### src/cowd_pkg.sv
// package for the clock option word decoder: field positions, reset values, types
// assumes a single synchronous clock domain and 13-bit option words
package cowd_pkg;

  // ------------------------------------------------------------
  // word layout
  // ------------------------------------------------------------
  localparam int unsigned WORD_W = 13;
  localparam int unsigned W0_RSVD_HI = 12;
  localparam int unsigned W0_RSVD_LO = 10;
  localparam int unsigned W0_PKG_BIT = 9;
  localparam int unsigned W0_IPER_BIT = 8;
  localparam int unsigned W0_WDT_BIT = 7;
  localparam int unsigned W0_OSC_HI = 6;
  localparam int unsigned W0_OSC_LO = 4;
  localparam int unsigned W0_PWR_BIT = 3;
  localparam int unsigned W0_PROT_HI = 2;
  localparam int unsigned W0_PROT_LO = 0;
  localparam int unsigned W1_RCF_HI = 1;
  localparam int unsigned W1_RCF_LO = 0;

  // ------------------------------------------------------------
  // reset values (erased / default state)
  // ------------------------------------------------------------
  localparam logic [12:0] WORD0_RST = 13'h1FFF;
  localparam logic [12:0] WORD1_RST = 13'h1FFF;
  localparam logic [12:0] WORD2_RST = 13'h1FFF;
  localparam logic [2:0] RSVD_ONES = 3'h7;
  localparam logic [1:0] OSC_MODE_RST = 2'h3;
  localparam logic [1:0] RCF_RST = 2'h3;

  // oscillator mode pattern codes
  localparam logic [2:0] OSC_ERC_PORT = 3'h0;
  localparam logic [2:0] OSC_ERC_OUT = 3'h1;
  localparam logic [2:0] OSC_IRC_PORT = 3'h2;
  localparam logic [2:0] OSC_IRC_OUT = 3'h3;
  localparam logic [2:0] OSC_LXT = 3'h6;
  localparam logic [2:0] OSC_HXT = 3'h7;

  // instruction cycle lengths in oscillator periods
  localparam logic [2:0] IPER_SHORT = 3'h2;
  localparam logic [2:0] IPER_LONG = 3'h4;

  // ------------------------------------------------------------
  // types
  // ------------------------------------------------------------
  typedef enum logic [1:0] {
    COWD_SRC_EXT_RC,
    COWD_SRC_INT_RC,
    COWD_SRC_LF_XTAL,
    COWD_SRC_HF_XTAL
  } cowd_src_t;

  typedef enum logic [1:0] {
    COWD_RC_455K,
    COWD_RC_1M,
    COWD_RC_8M,
    COWD_RC_4M
  } cowd_rcf_t;

  typedef struct packed {
    logic [12:0] word0;
    logic [12:0] word1;
    logic [12:0] word2;
  } cowd_words_t;

  typedef struct packed {
    cowd_src_t src;
    logic osc_out_en;
    logic ext_clk_ok;
    logic bad_pattern;
    cowd_rcf_t rcf;
  } cowd_clk_cfg_t;

  typedef struct packed {
    logic small_pkg;
    logic [2:0] instr_periods;
    logic watchdog_en;
    logic high_power;
    logic [2:0] protect_en;
  } cowd_glob_cfg_t;

endpackage

### src/cowd_osc_decode.sv
// oscillator mode and internal rc frequency decode, purely combinational
// assumes the option words feeding it are already stable captured values
`timescale 1ns/10ps
`default_nettype none
module cowd_osc_decode
  import cowd_pkg::*;
(
  input wire logic [2:0] clock_source_sel_i,
  input wire logic [1:0] int_rc_freq_sel_i,
  output cowd_pkg::cowd_clk_cfg_t clk_cfg_o
);

  // ------------------------------------------------------------
  // mode decode
  // ------------------------------------------------------------
  wire logic external_rc_mode;
  wire logic internal_rc_mode;
  wire logic low_freq_crystal_mode;
  wire logic high_freq_crystal_mode;
  wire logic undefined_mode;

  assign external_rc_mode = (clock_source_sel_i == OSC_ERC_PORT)
                          || (clock_source_sel_i == OSC_ERC_OUT);
  assign internal_rc_mode = (clock_source_sel_i == OSC_IRC_PORT)
                          || (clock_source_sel_i == OSC_IRC_OUT);
  assign low_freq_crystal_mode = (clock_source_sel_i == OSC_LXT);
  // unlisted patterns fall back to the default crystal mode
  assign undefined_mode = !(external_rc_mode || internal_rc_mode
                          || low_freq_crystal_mode
                          || (clock_source_sel_i == OSC_HXT));
  assign high_freq_crystal_mode = (clock_source_sel_i == OSC_HXT) || undefined_mode;

  assign clk_cfg_o.src = external_rc_mode ? COWD_SRC_EXT_RC :
                         internal_rc_mode ? COWD_SRC_INT_RC :
                         low_freq_crystal_mode ? COWD_SRC_LF_XTAL :
                         COWD_SRC_HF_XTAL;
  // crystal modes always own both pins; rc modes use the low select bit
  assign clk_cfg_o.osc_out_en = (external_rc_mode || internal_rc_mode)
                              ? clock_source_sel_i[0] : 1'b1;
  // an external clock drives the input pin in any mode but internal rc
  assign clk_cfg_o.ext_clk_ok = !internal_rc_mode;
  assign clk_cfg_o.bad_pattern = undefined_mode;
  assign clk_cfg_o.rcf = cowd_rcf_t'(int_rc_freq_sel_i);

endmodule
`default_nettype wire

### src/cowd_top.sv
// clock option word decoder: captures the two option words and the id word after reset release
// assumes option bits are static fuse levels from outside the clock domain
//
// Operation
// - two 13-bit option words and one 13-bit id word, kept apart from code
// - word0 bits 12 to 10 always read as one
// - word0 bit 9: 0 larger package, 1 smaller packages, default 1
// - word0 bit 8: 0 two periods per instruction, 1 four, default 1
// - word0 bit 7 active low watchdog enable, default disabled
// - word0 bits 6..4 pick external rc, internal rc, lf or hf crystal
// - in rc modes bit 4 picks port bit or oscillator output
// - word0 bit 3: 0 low power up to 4 MHz, 1 high power above
// - word0 bits 2..0: 0 enables readout protection, 1 disables it
// - internal rc defaults to 4 MHz, also 1 MHz, 8 MHz, 455kHz
// - rc select 11 4 MHz, 10 8 MHz, 01 1 MHz, 00 455kHz
// - oscillator input pin accepts an external clock signal in all but the internal rc modes
`timescale 1ns/10ps
`default_nettype none
module cowd_top
  import cowd_pkg::*;
(
  input wire logic clk_sys_i,
  input wire logic rst_b_i,
  input wire logic [12:0] opt_word0_i,
  input wire logic [12:0] opt_word1_i,
  input wire logic [12:0] cust_id_i,
  output logic cfg_valid_o,
  output logic [12:0] word0_o,
  output logic [12:0] word1_o,
  output logic [12:0] cust_id_o,
  output logic small_pkg_o,
  output logic instr_period_select_o,
  output logic [2:0] instr_periods_o,
  output logic watchdog_enable_n_o,
  output logic watchdog_en_o,
  output logic [2:0] clock_source_sel_o,
  output cowd_pkg::cowd_src_t clk_src_o,
  output logic clock_output_pin_en_o,
  output logic port5_bit4_en_o,
  output logic ext_clk_ok_o,
  output logic bad_osc_pattern_o,
  output logic power_class_select_o,
  output logic [2:0] protect_en_o,
  output logic code_protect_o,
  output logic [1:0] int_rc_freq_sel_o,
  output cowd_pkg::cowd_rcf_t int_rc_freq_o
);

  // ------------------------------------------------------------
  // input synchronisers, two stages each
  // ------------------------------------------------------------
  cowd_words_t meta_ff;
  cowd_words_t sync_ff;
  cowd_words_t nxt_sync;
  cowd_words_t pin_words;

  assign pin_words = '{word0: opt_word0_i, word1: opt_word1_i, word2: cust_id_i};
  assign nxt_sync = meta_ff;

  always_ff @(posedge clk_sys_i)
  begin
    meta_ff <= pin_words;
    sync_ff <= nxt_sync;
  end

  // ------------------------------------------------------------
  // power-up capture
  // ------------------------------------------------------------
  // capture waits for the synchroniser to fill after release so no
  // metastable or pre-reset value is ever latched
  typedef enum logic [1:0] {
    CAP_RESET,
    CAP_FILL,
    CAP_TAKE,
    CAP_HOLD
  } cowd_cap_t;

  cowd_cap_t state_ff;
  cowd_cap_t nxt_state;
  cowd_words_t words_ff;
  cowd_words_t nxt_words;
  logic valid_ff;
  logic nxt_valid;
  wire logic take_now;

  assign take_now = (state_ff == CAP_TAKE);

  always_comb
  begin
    nxt_state = state_ff;
    case (state_ff)
      CAP_RESET: nxt_state = CAP_FILL;
      CAP_FILL: nxt_state = CAP_TAKE;
      CAP_TAKE: nxt_state = CAP_HOLD;
      CAP_HOLD: nxt_state = CAP_HOLD;
      default: nxt_state = CAP_RESET;
    endcase
  end

  // reserved bits of word0 forced to one regardless of the fuse state
  assign nxt_words = take_now
    ? '{word0: {RSVD_ONES, sync_ff.word0[W0_PKG_BIT:0]},
        word1: sync_ff.word1,
        word2: sync_ff.word2}
    : words_ff;
  assign nxt_valid = valid_ff || take_now;

  always_ff @(posedge clk_sys_i)
  begin
    if (!rst_b_i)
    begin
      state_ff <= CAP_RESET;
      words_ff <= '{word0: WORD0_RST, word1: WORD1_RST, word2: WORD2_RST};
      valid_ff <= 1'b0;
    end
    else
    begin
      state_ff <= nxt_state;
      words_ff <= nxt_words;
      valid_ff <= nxt_valid;
    end
  end

  // ------------------------------------------------------------
  // field decode
  // ------------------------------------------------------------
  cowd_clk_cfg_t clk_cfg;
  cowd_glob_cfg_t glob_cfg;
  wire logic [12:0] w0;

  assign w0 = words_ff.word0;

  cowd_osc_decode u_osc_decode (
    .clock_source_sel_i(w0[W0_OSC_HI:W0_OSC_LO]),
    .int_rc_freq_sel_i(words_ff.word1[W1_RCF_HI:W1_RCF_LO]),
    .clk_cfg_o(clk_cfg)
  );

  assign glob_cfg.small_pkg = w0[W0_PKG_BIT];
  assign glob_cfg.instr_periods = w0[W0_IPER_BIT] ? IPER_LONG : IPER_SHORT;
  assign glob_cfg.watchdog_en = !w0[W0_WDT_BIT];
  // bit only records the class; frequency range check is the integrator's job
  assign glob_cfg.high_power = w0[W0_PWR_BIT];
  assign glob_cfg.protect_en = ~w0[W0_PROT_HI:W0_PROT_LO];

  // ------------------------------------------------------------
  // outputs, all from the held capture register
  // ------------------------------------------------------------
  assign cfg_valid_o = valid_ff;
  assign word0_o = w0;
  assign word1_o = words_ff.word1;
  assign cust_id_o = words_ff.word2;
  assign small_pkg_o = glob_cfg.small_pkg;
  assign instr_period_select_o = w0[W0_IPER_BIT];
  assign instr_periods_o = glob_cfg.instr_periods;
  assign watchdog_enable_n_o = w0[W0_WDT_BIT];
  assign watchdog_en_o = glob_cfg.watchdog_en;
  assign clock_source_sel_o = w0[W0_OSC_HI:W0_OSC_LO];
  assign clk_src_o = clk_cfg.src;
  assign clock_output_pin_en_o = clk_cfg.osc_out_en;
  assign port5_bit4_en_o = !clk_cfg.osc_out_en;
  assign ext_clk_ok_o = clk_cfg.ext_clk_ok;
  assign bad_osc_pattern_o = clk_cfg.bad_pattern;
  assign power_class_select_o = glob_cfg.high_power;
  assign protect_en_o = glob_cfg.protect_en;
  // any enabled protect bit locks readout
  assign code_protect_o = |glob_cfg.protect_en;
  assign int_rc_freq_sel_o = words_ff.word1[W1_RCF_HI:W1_RCF_LO];
  assign int_rc_freq_o = clk_cfg.rcf;

endmodule
`default_nettype wire

### config.mk
export PLATFORM = sky130hd
export DESIGN_NAME = cowd_top
export DESIGN_NICKNAME = d
export VERILOG_FILES = /design/src/cowd_pkg.sv /design/src/cowd_osc_decode.sv /design/src/cowd_top.sv
export SDC_FILE = /design/constraint.sdc
export NUM_CORES = 1
export LEC_CHECK = 0
export BUFFER_PORTS_ARGS = -buffer_cell sky130_fd_sc_hd__buf_2
export CORE_MARGIN = 4
export CORE_UTILIZATION = 52
export CTS_BUF_LIST = sky130_fd_sc_hd__clkbuf_4 sky130_fd_sc_hd__clkbuf_8
export DETAILED_ROUTE_END_ITERATION = 8
export PLACE_DENSITY = 0.81
export SYNTH_ARGS = -nofsm -noshare
export SYNTH_HDL_FRONTEND = slang
export SYNTH_SLANG_ARGS = --single-unit
### constraint.sdc
create_clock -name clk_sys_i -period 1.31 [get_ports clk_sys_i]
set_input_delay 0.0655 -clock clk_sys_i [delete_from_list [all_inputs] [get_ports clk_sys_i]]
set_output_delay 0.0655 -clock clk_sys_i [all_outputs]
set_load 0.02 [all_outputs]
After elaboration in Yosys (flattened, before gate mapping) --
Cells that the tools add are included. Widths: inputs -> output; s select.
Operators by class: reduce and logical (&&, ||, !) cells 14, bitwise operators 1, eq/ne operators 8, muxes and demuxes 6
Operators by type and width (number):
- $eq 3x2->1 const B | 2
- $eq 3x3->1 const B | 2
- $logic_or 1x1->1 | 6
- $pmux 2 s3 | 1
- $eq 2x2->1 const B | 2
- $logic_not 1->1 | 4
- $mux 2 | 2
- $eq 3x1->1 const B | 1
- $logic_not 3->1 | 1
- $mux 3 | 1
- $not 3->3 | 1
- $reduce_or 3->1 | 1
- $eq 2x1->1 const B | 1
- $logic_not 2->1 | 1
- $mux 1 | 2
- $reduce_or 2->1 | 1
Word-level totals: register bits 111, input port bits 41, word-level logic and storage cells 40, output and inout port bits 65

Longest topological paths before layout --
depth in word-level cells 6, mapped depth 4, mapped depth without buffers 2

Modules after synthesis --
From an unflattened synthesis, not the netlist that was laid out.
Unflattened totals: cells, all modules 268, area total of the unflattened synthesis 3377.0 µm²
Modules (own cells, without submodules):
- cowd_top | times used 1, seq. area each 2222.1 µm², cells an instance 258, area an instance 3314.4 µm²
- cowd_osc_decode | times used 1, seq. area each 0.0 µm², cells an instance 10, area an instance 62.6 µm²

Worst setup path before layout --
No wires, ideal clock.
path type register to output, start register words_ff (netlist bit word0_o[4]), end output port clk_src_o[0], cell stages (with the launch flop) 3, path slack 0.230 ns, buffers on the path 0, arrival 1.014 ns, required time 1.245 ns, path through dfxtp_1 and3b_1 a21oi_1
Between the ends: cells in the longest elaborated chain, start to end 4, elaborated cells on any way between the ends 10, classes of those cells eq/ne: 4; mux: 3; reduce/logical: 3
Ends and longest elaborated chain:
- start, declared | line cowd_top.sv:80 | cowd_words_t words_ff;
- start signal, assigned | line cowd_top.sv:113 | words_ff <= '{word0: WORD0_RST, word1: WORD1_RST, word2: WORD2_RST};
- start signal, assigned | line cowd_top.sv:119 | words_ff <= nxt_words;
- $eq 3x3->1, or another cell as far along | line cowd_osc_decode.sv:26 | assign low_freq_crystal_mode = (clock_source_sel_i == OSC_LXT);
- $mux 1 / $logic_or 1x1->1 (equally long branches) | line cowd_osc_decode.sv:35, cowd_osc_decode.sv:25
- $mux 2 | line cowd_osc_decode.sv:34 | internal_rc_mode ? COWD_SRC_INT_RC :
- $mux 2 (*) | line cowd_osc_decode.sv:33 | assign clk_cfg_o.src = external_rc_mode ? COWD_SRC_EXT_RC :
- end, declared | line cowd_top.sv:37 | output cowd_pkg::cowd_src_t clk_src_o,
Every way passes the cells marked *; elsewhere a longest branch is shown, timed or not.

Worst setup path in the final report --
Ends and elaborated chain as after synthesis.

==> results.toml <==
[cts]
clock_path_buffers = 2
htree_num_levels = 3
clkSinkCount = 111
clk_transition_reported_paths_ns = 0.11
clk_latency_ns = 0.36
cts_root_buf = "clkbuf_8"
postCtsSetupBuffers = 0
cts_tree = "built"
cts_made_buffers = 9

[route]
vias = 2120
first_pass_iters = 4
wirelength_um = 6020
drc = 0
drtIter0Drc = 31
via_per_inst = 4.52
topRoutingLayerUsed = "met4"
wl_met3_um = 391
ant_nets = 0
wl_met1_um = 2370
wl_met2_um = 3190
avgRoutedWirePerCell_um = 12.8

[synthesis]
synthTopCellsByArea = "dfxtp_1, o211ai_2, nand3b_1, inv_1, buf_4"
yosysSeqAreaShare = 0.662
yosys_register_bits = 111
synthArstFlopShare = 0
synth_edf_count = 0
synth-main-ff-cell = "dfxtp_1"
synth.top_cell.area_share = 0.662
synth-warning-count = 0
yosys.area.top_type = "dfxtp_1"
syn_inst = 266
yosysUniqueCellTypes = 19
syn_area_um2 = 3360
avgSynthCellArea_um2 = 12.6

[sta]
finalCritPeriodShare = 0.942
drv_slew = 0
rsz0062_at_grt = "no"
tns_ns = 0
fmax_mhz = 810
final.setup_skew_ns = 0.0122
setup_viol = 0
finalHoldViolCount = 0
min_period_ns = 1.23

[die]
initial_utilization = 0.532
die_h_um = 88.4
die_x_um = 88.4
rows = 29
design.die.area_um2 = 7810
core-area_um2 = 6310
io-pin-count = 106

[grt]
grt_pass1_wl_um = 9680
grt.overflow.total = 0
grt_pass1_vias = 2087
antenna_found_initial = 0
grt_max_degree = 40
track_usage = 0.165

[cells_and_area]
areaGrowthSynthToFinish_pct = 29.9
final_core_util = 0.691
multiInputGateArea_um2 = 772
n_antenna_cell = 0
drive_gt1_frac = 0.393
layout.cells.non_filler = 469
layout.nets = 428
fill_cells = 457
seqCellArea_um2 = 2220

[worst_setup_path]
critPathMaxStageDelay_ns = 0.36
crit_slowest_cell = "dfxtp_2"
cp_max_fo = 5
worst-endpoint-required_ns = 1.24
path_cells = "and3b_1 > a21oi_1 > buf_2"
crit_path_end_kind = "output port"
arrival_ns = 1.17
path_class = "flip-flop to output port"
startpoint_type = "flip-flop"

[place]
portBuffers = 98
dp_cells = 417
place_hpwl_um = 3710
gp_congestion = 0.653

[power_and_ir_drop]
power_density_nw_per_um2 = 1490
ir_drop_uv = 1100
leakage_nw = 2.04

[hold_path]
hold_class = "input pin to flip-flop"

[status]
outcome = "finished, final reports clean"

[flow_run]
cap_viol_max_count = 0
## final timing paths
| path | start | endpoint | slack [ns] | depth (start not counted) |
|---|---|---|---|---|
| max | word0_o[4]$_SDFFE_PN1P_ | clk_src_o[0] | 0.08 | 3 |
| min | rst_b_i | cust_id_o[3]$_SDFFE_PN1P_ | 0.12 | 3 |
| max reg2reg | state_ff[1]$_SDFF_PN0_ | word0_o[9]$_SDFFE_PN1P_ | 0.28 | 3 |
| min reg2reg | meta_ff[5]$_DFF_P_ | sync_ff[5]$_DFF_P_ | 0.34 | 0 |
## cells in the final DEF, fill, tap and decap left out
master,instances
and3b_1,1
nand3b_1,36
inv_6,3
nand2_1,1
dlygate4sd3_1,36
nor2b_4,1
a21boi_1,1
buf_12,2
dfxtp_2,2
nand3_1,1
clkinv_4,1
o21a_1,2
a21oi_1,1
o211ai_1,6
inv_1,38
dfxtp_1,109
clkinv_8,1
buf_2,98
conb_1,4
inv_8,2
o211ai_2,30
clkbuf_8,9
buf_4,5
nor2_1,2
## metal layers
layer | vias to the layer above | GRT usage
met4 | 0 | 0.0591
met2 | 62 | 0.294
li1 | 1087 | -
met5 | - | 0
met3 | 6 | 0.0540
met1 | 965 | 0.185
## metrics by stage
step           cell area [um^2]  worst slack [ns]  hold slack [ns]  power (W)
4_1_cts                    4360           0.00307            0.111    0.00656
3_3_place_gp               3800             0.316            0.168    0.00451
6_report                   4360            0.0758            0.119    0.00649
2_1_floorplan              3370             0.230           0.0932    0.00431
5_1_grt                    4360            0.0168            0.114    0.00680
3_5_place_dp               3800             0.288            0.169    0.00453
## logic make-up after synthesis
| group | count (synthesis) | synth area share |
|---|---|---|
| buffers and inverters | 71 | 0.112 |
| flip-flops | 111 | 0.662 |
| AO/OA/AOI/OAI | 40 | 0.133 |
| AND/OR/NAND/NOR | 42 | 0.0905 |
| other | 2 | 0.00224 |
## state kept, by name (all words and copies together), names as in the netlist
register / flops
cust_id_o: 13
meta_ff: 36
state_ff: 2
word0_o: 10
cfg_valid_o: 1
sync_ff: 36
word1_o: 13
## report_power, final
part / internal (W) / switching [W]
sequential: 0.00359 / 0.0000841
clock: 0.000759 / 0.00120
combinational: 0.000367 / 0.000491
## synth_stat cells (2+ instances only)
master and instances:
dfxtp_1 111, inv_1 38, nand3b_1 36, o211ai_2 30
buf_4 18, buf_2 7, o211ai_1 6, buf_6 4
clkbuf_1 3, conb_1 2, nor2_1 2, o21a_1 2
## layout make-up
type                    count  area share
multi-input cells          86       0.177
clock inverters             7      0.0169
inverters                  38      0.0327
well taps                  77      0.0221
flip-flops and latches    111       0.510
clock buffers               9      0.0284
repair buffers            141       0.213
## worst max-delay path, delay by kind of cell (launching register included)
family | cells | cell delay (ns)
AO/OA/AOI/OAI | 1 | 0.11
buffers and inverters | 1 | 0.17
flip-flops | 1 | 0.36
AND/OR/NAND/NOR | 1 | 0.18
## what timing repair did
item | in CTS | in global routing
endpoints found under the setup margin | 0 | 1
gates resized for setup | 0 | 2
endpoints found under the hold margin | 36 | 0
hold buffers | 36 | 0
(Power assumes the default switching activity.)
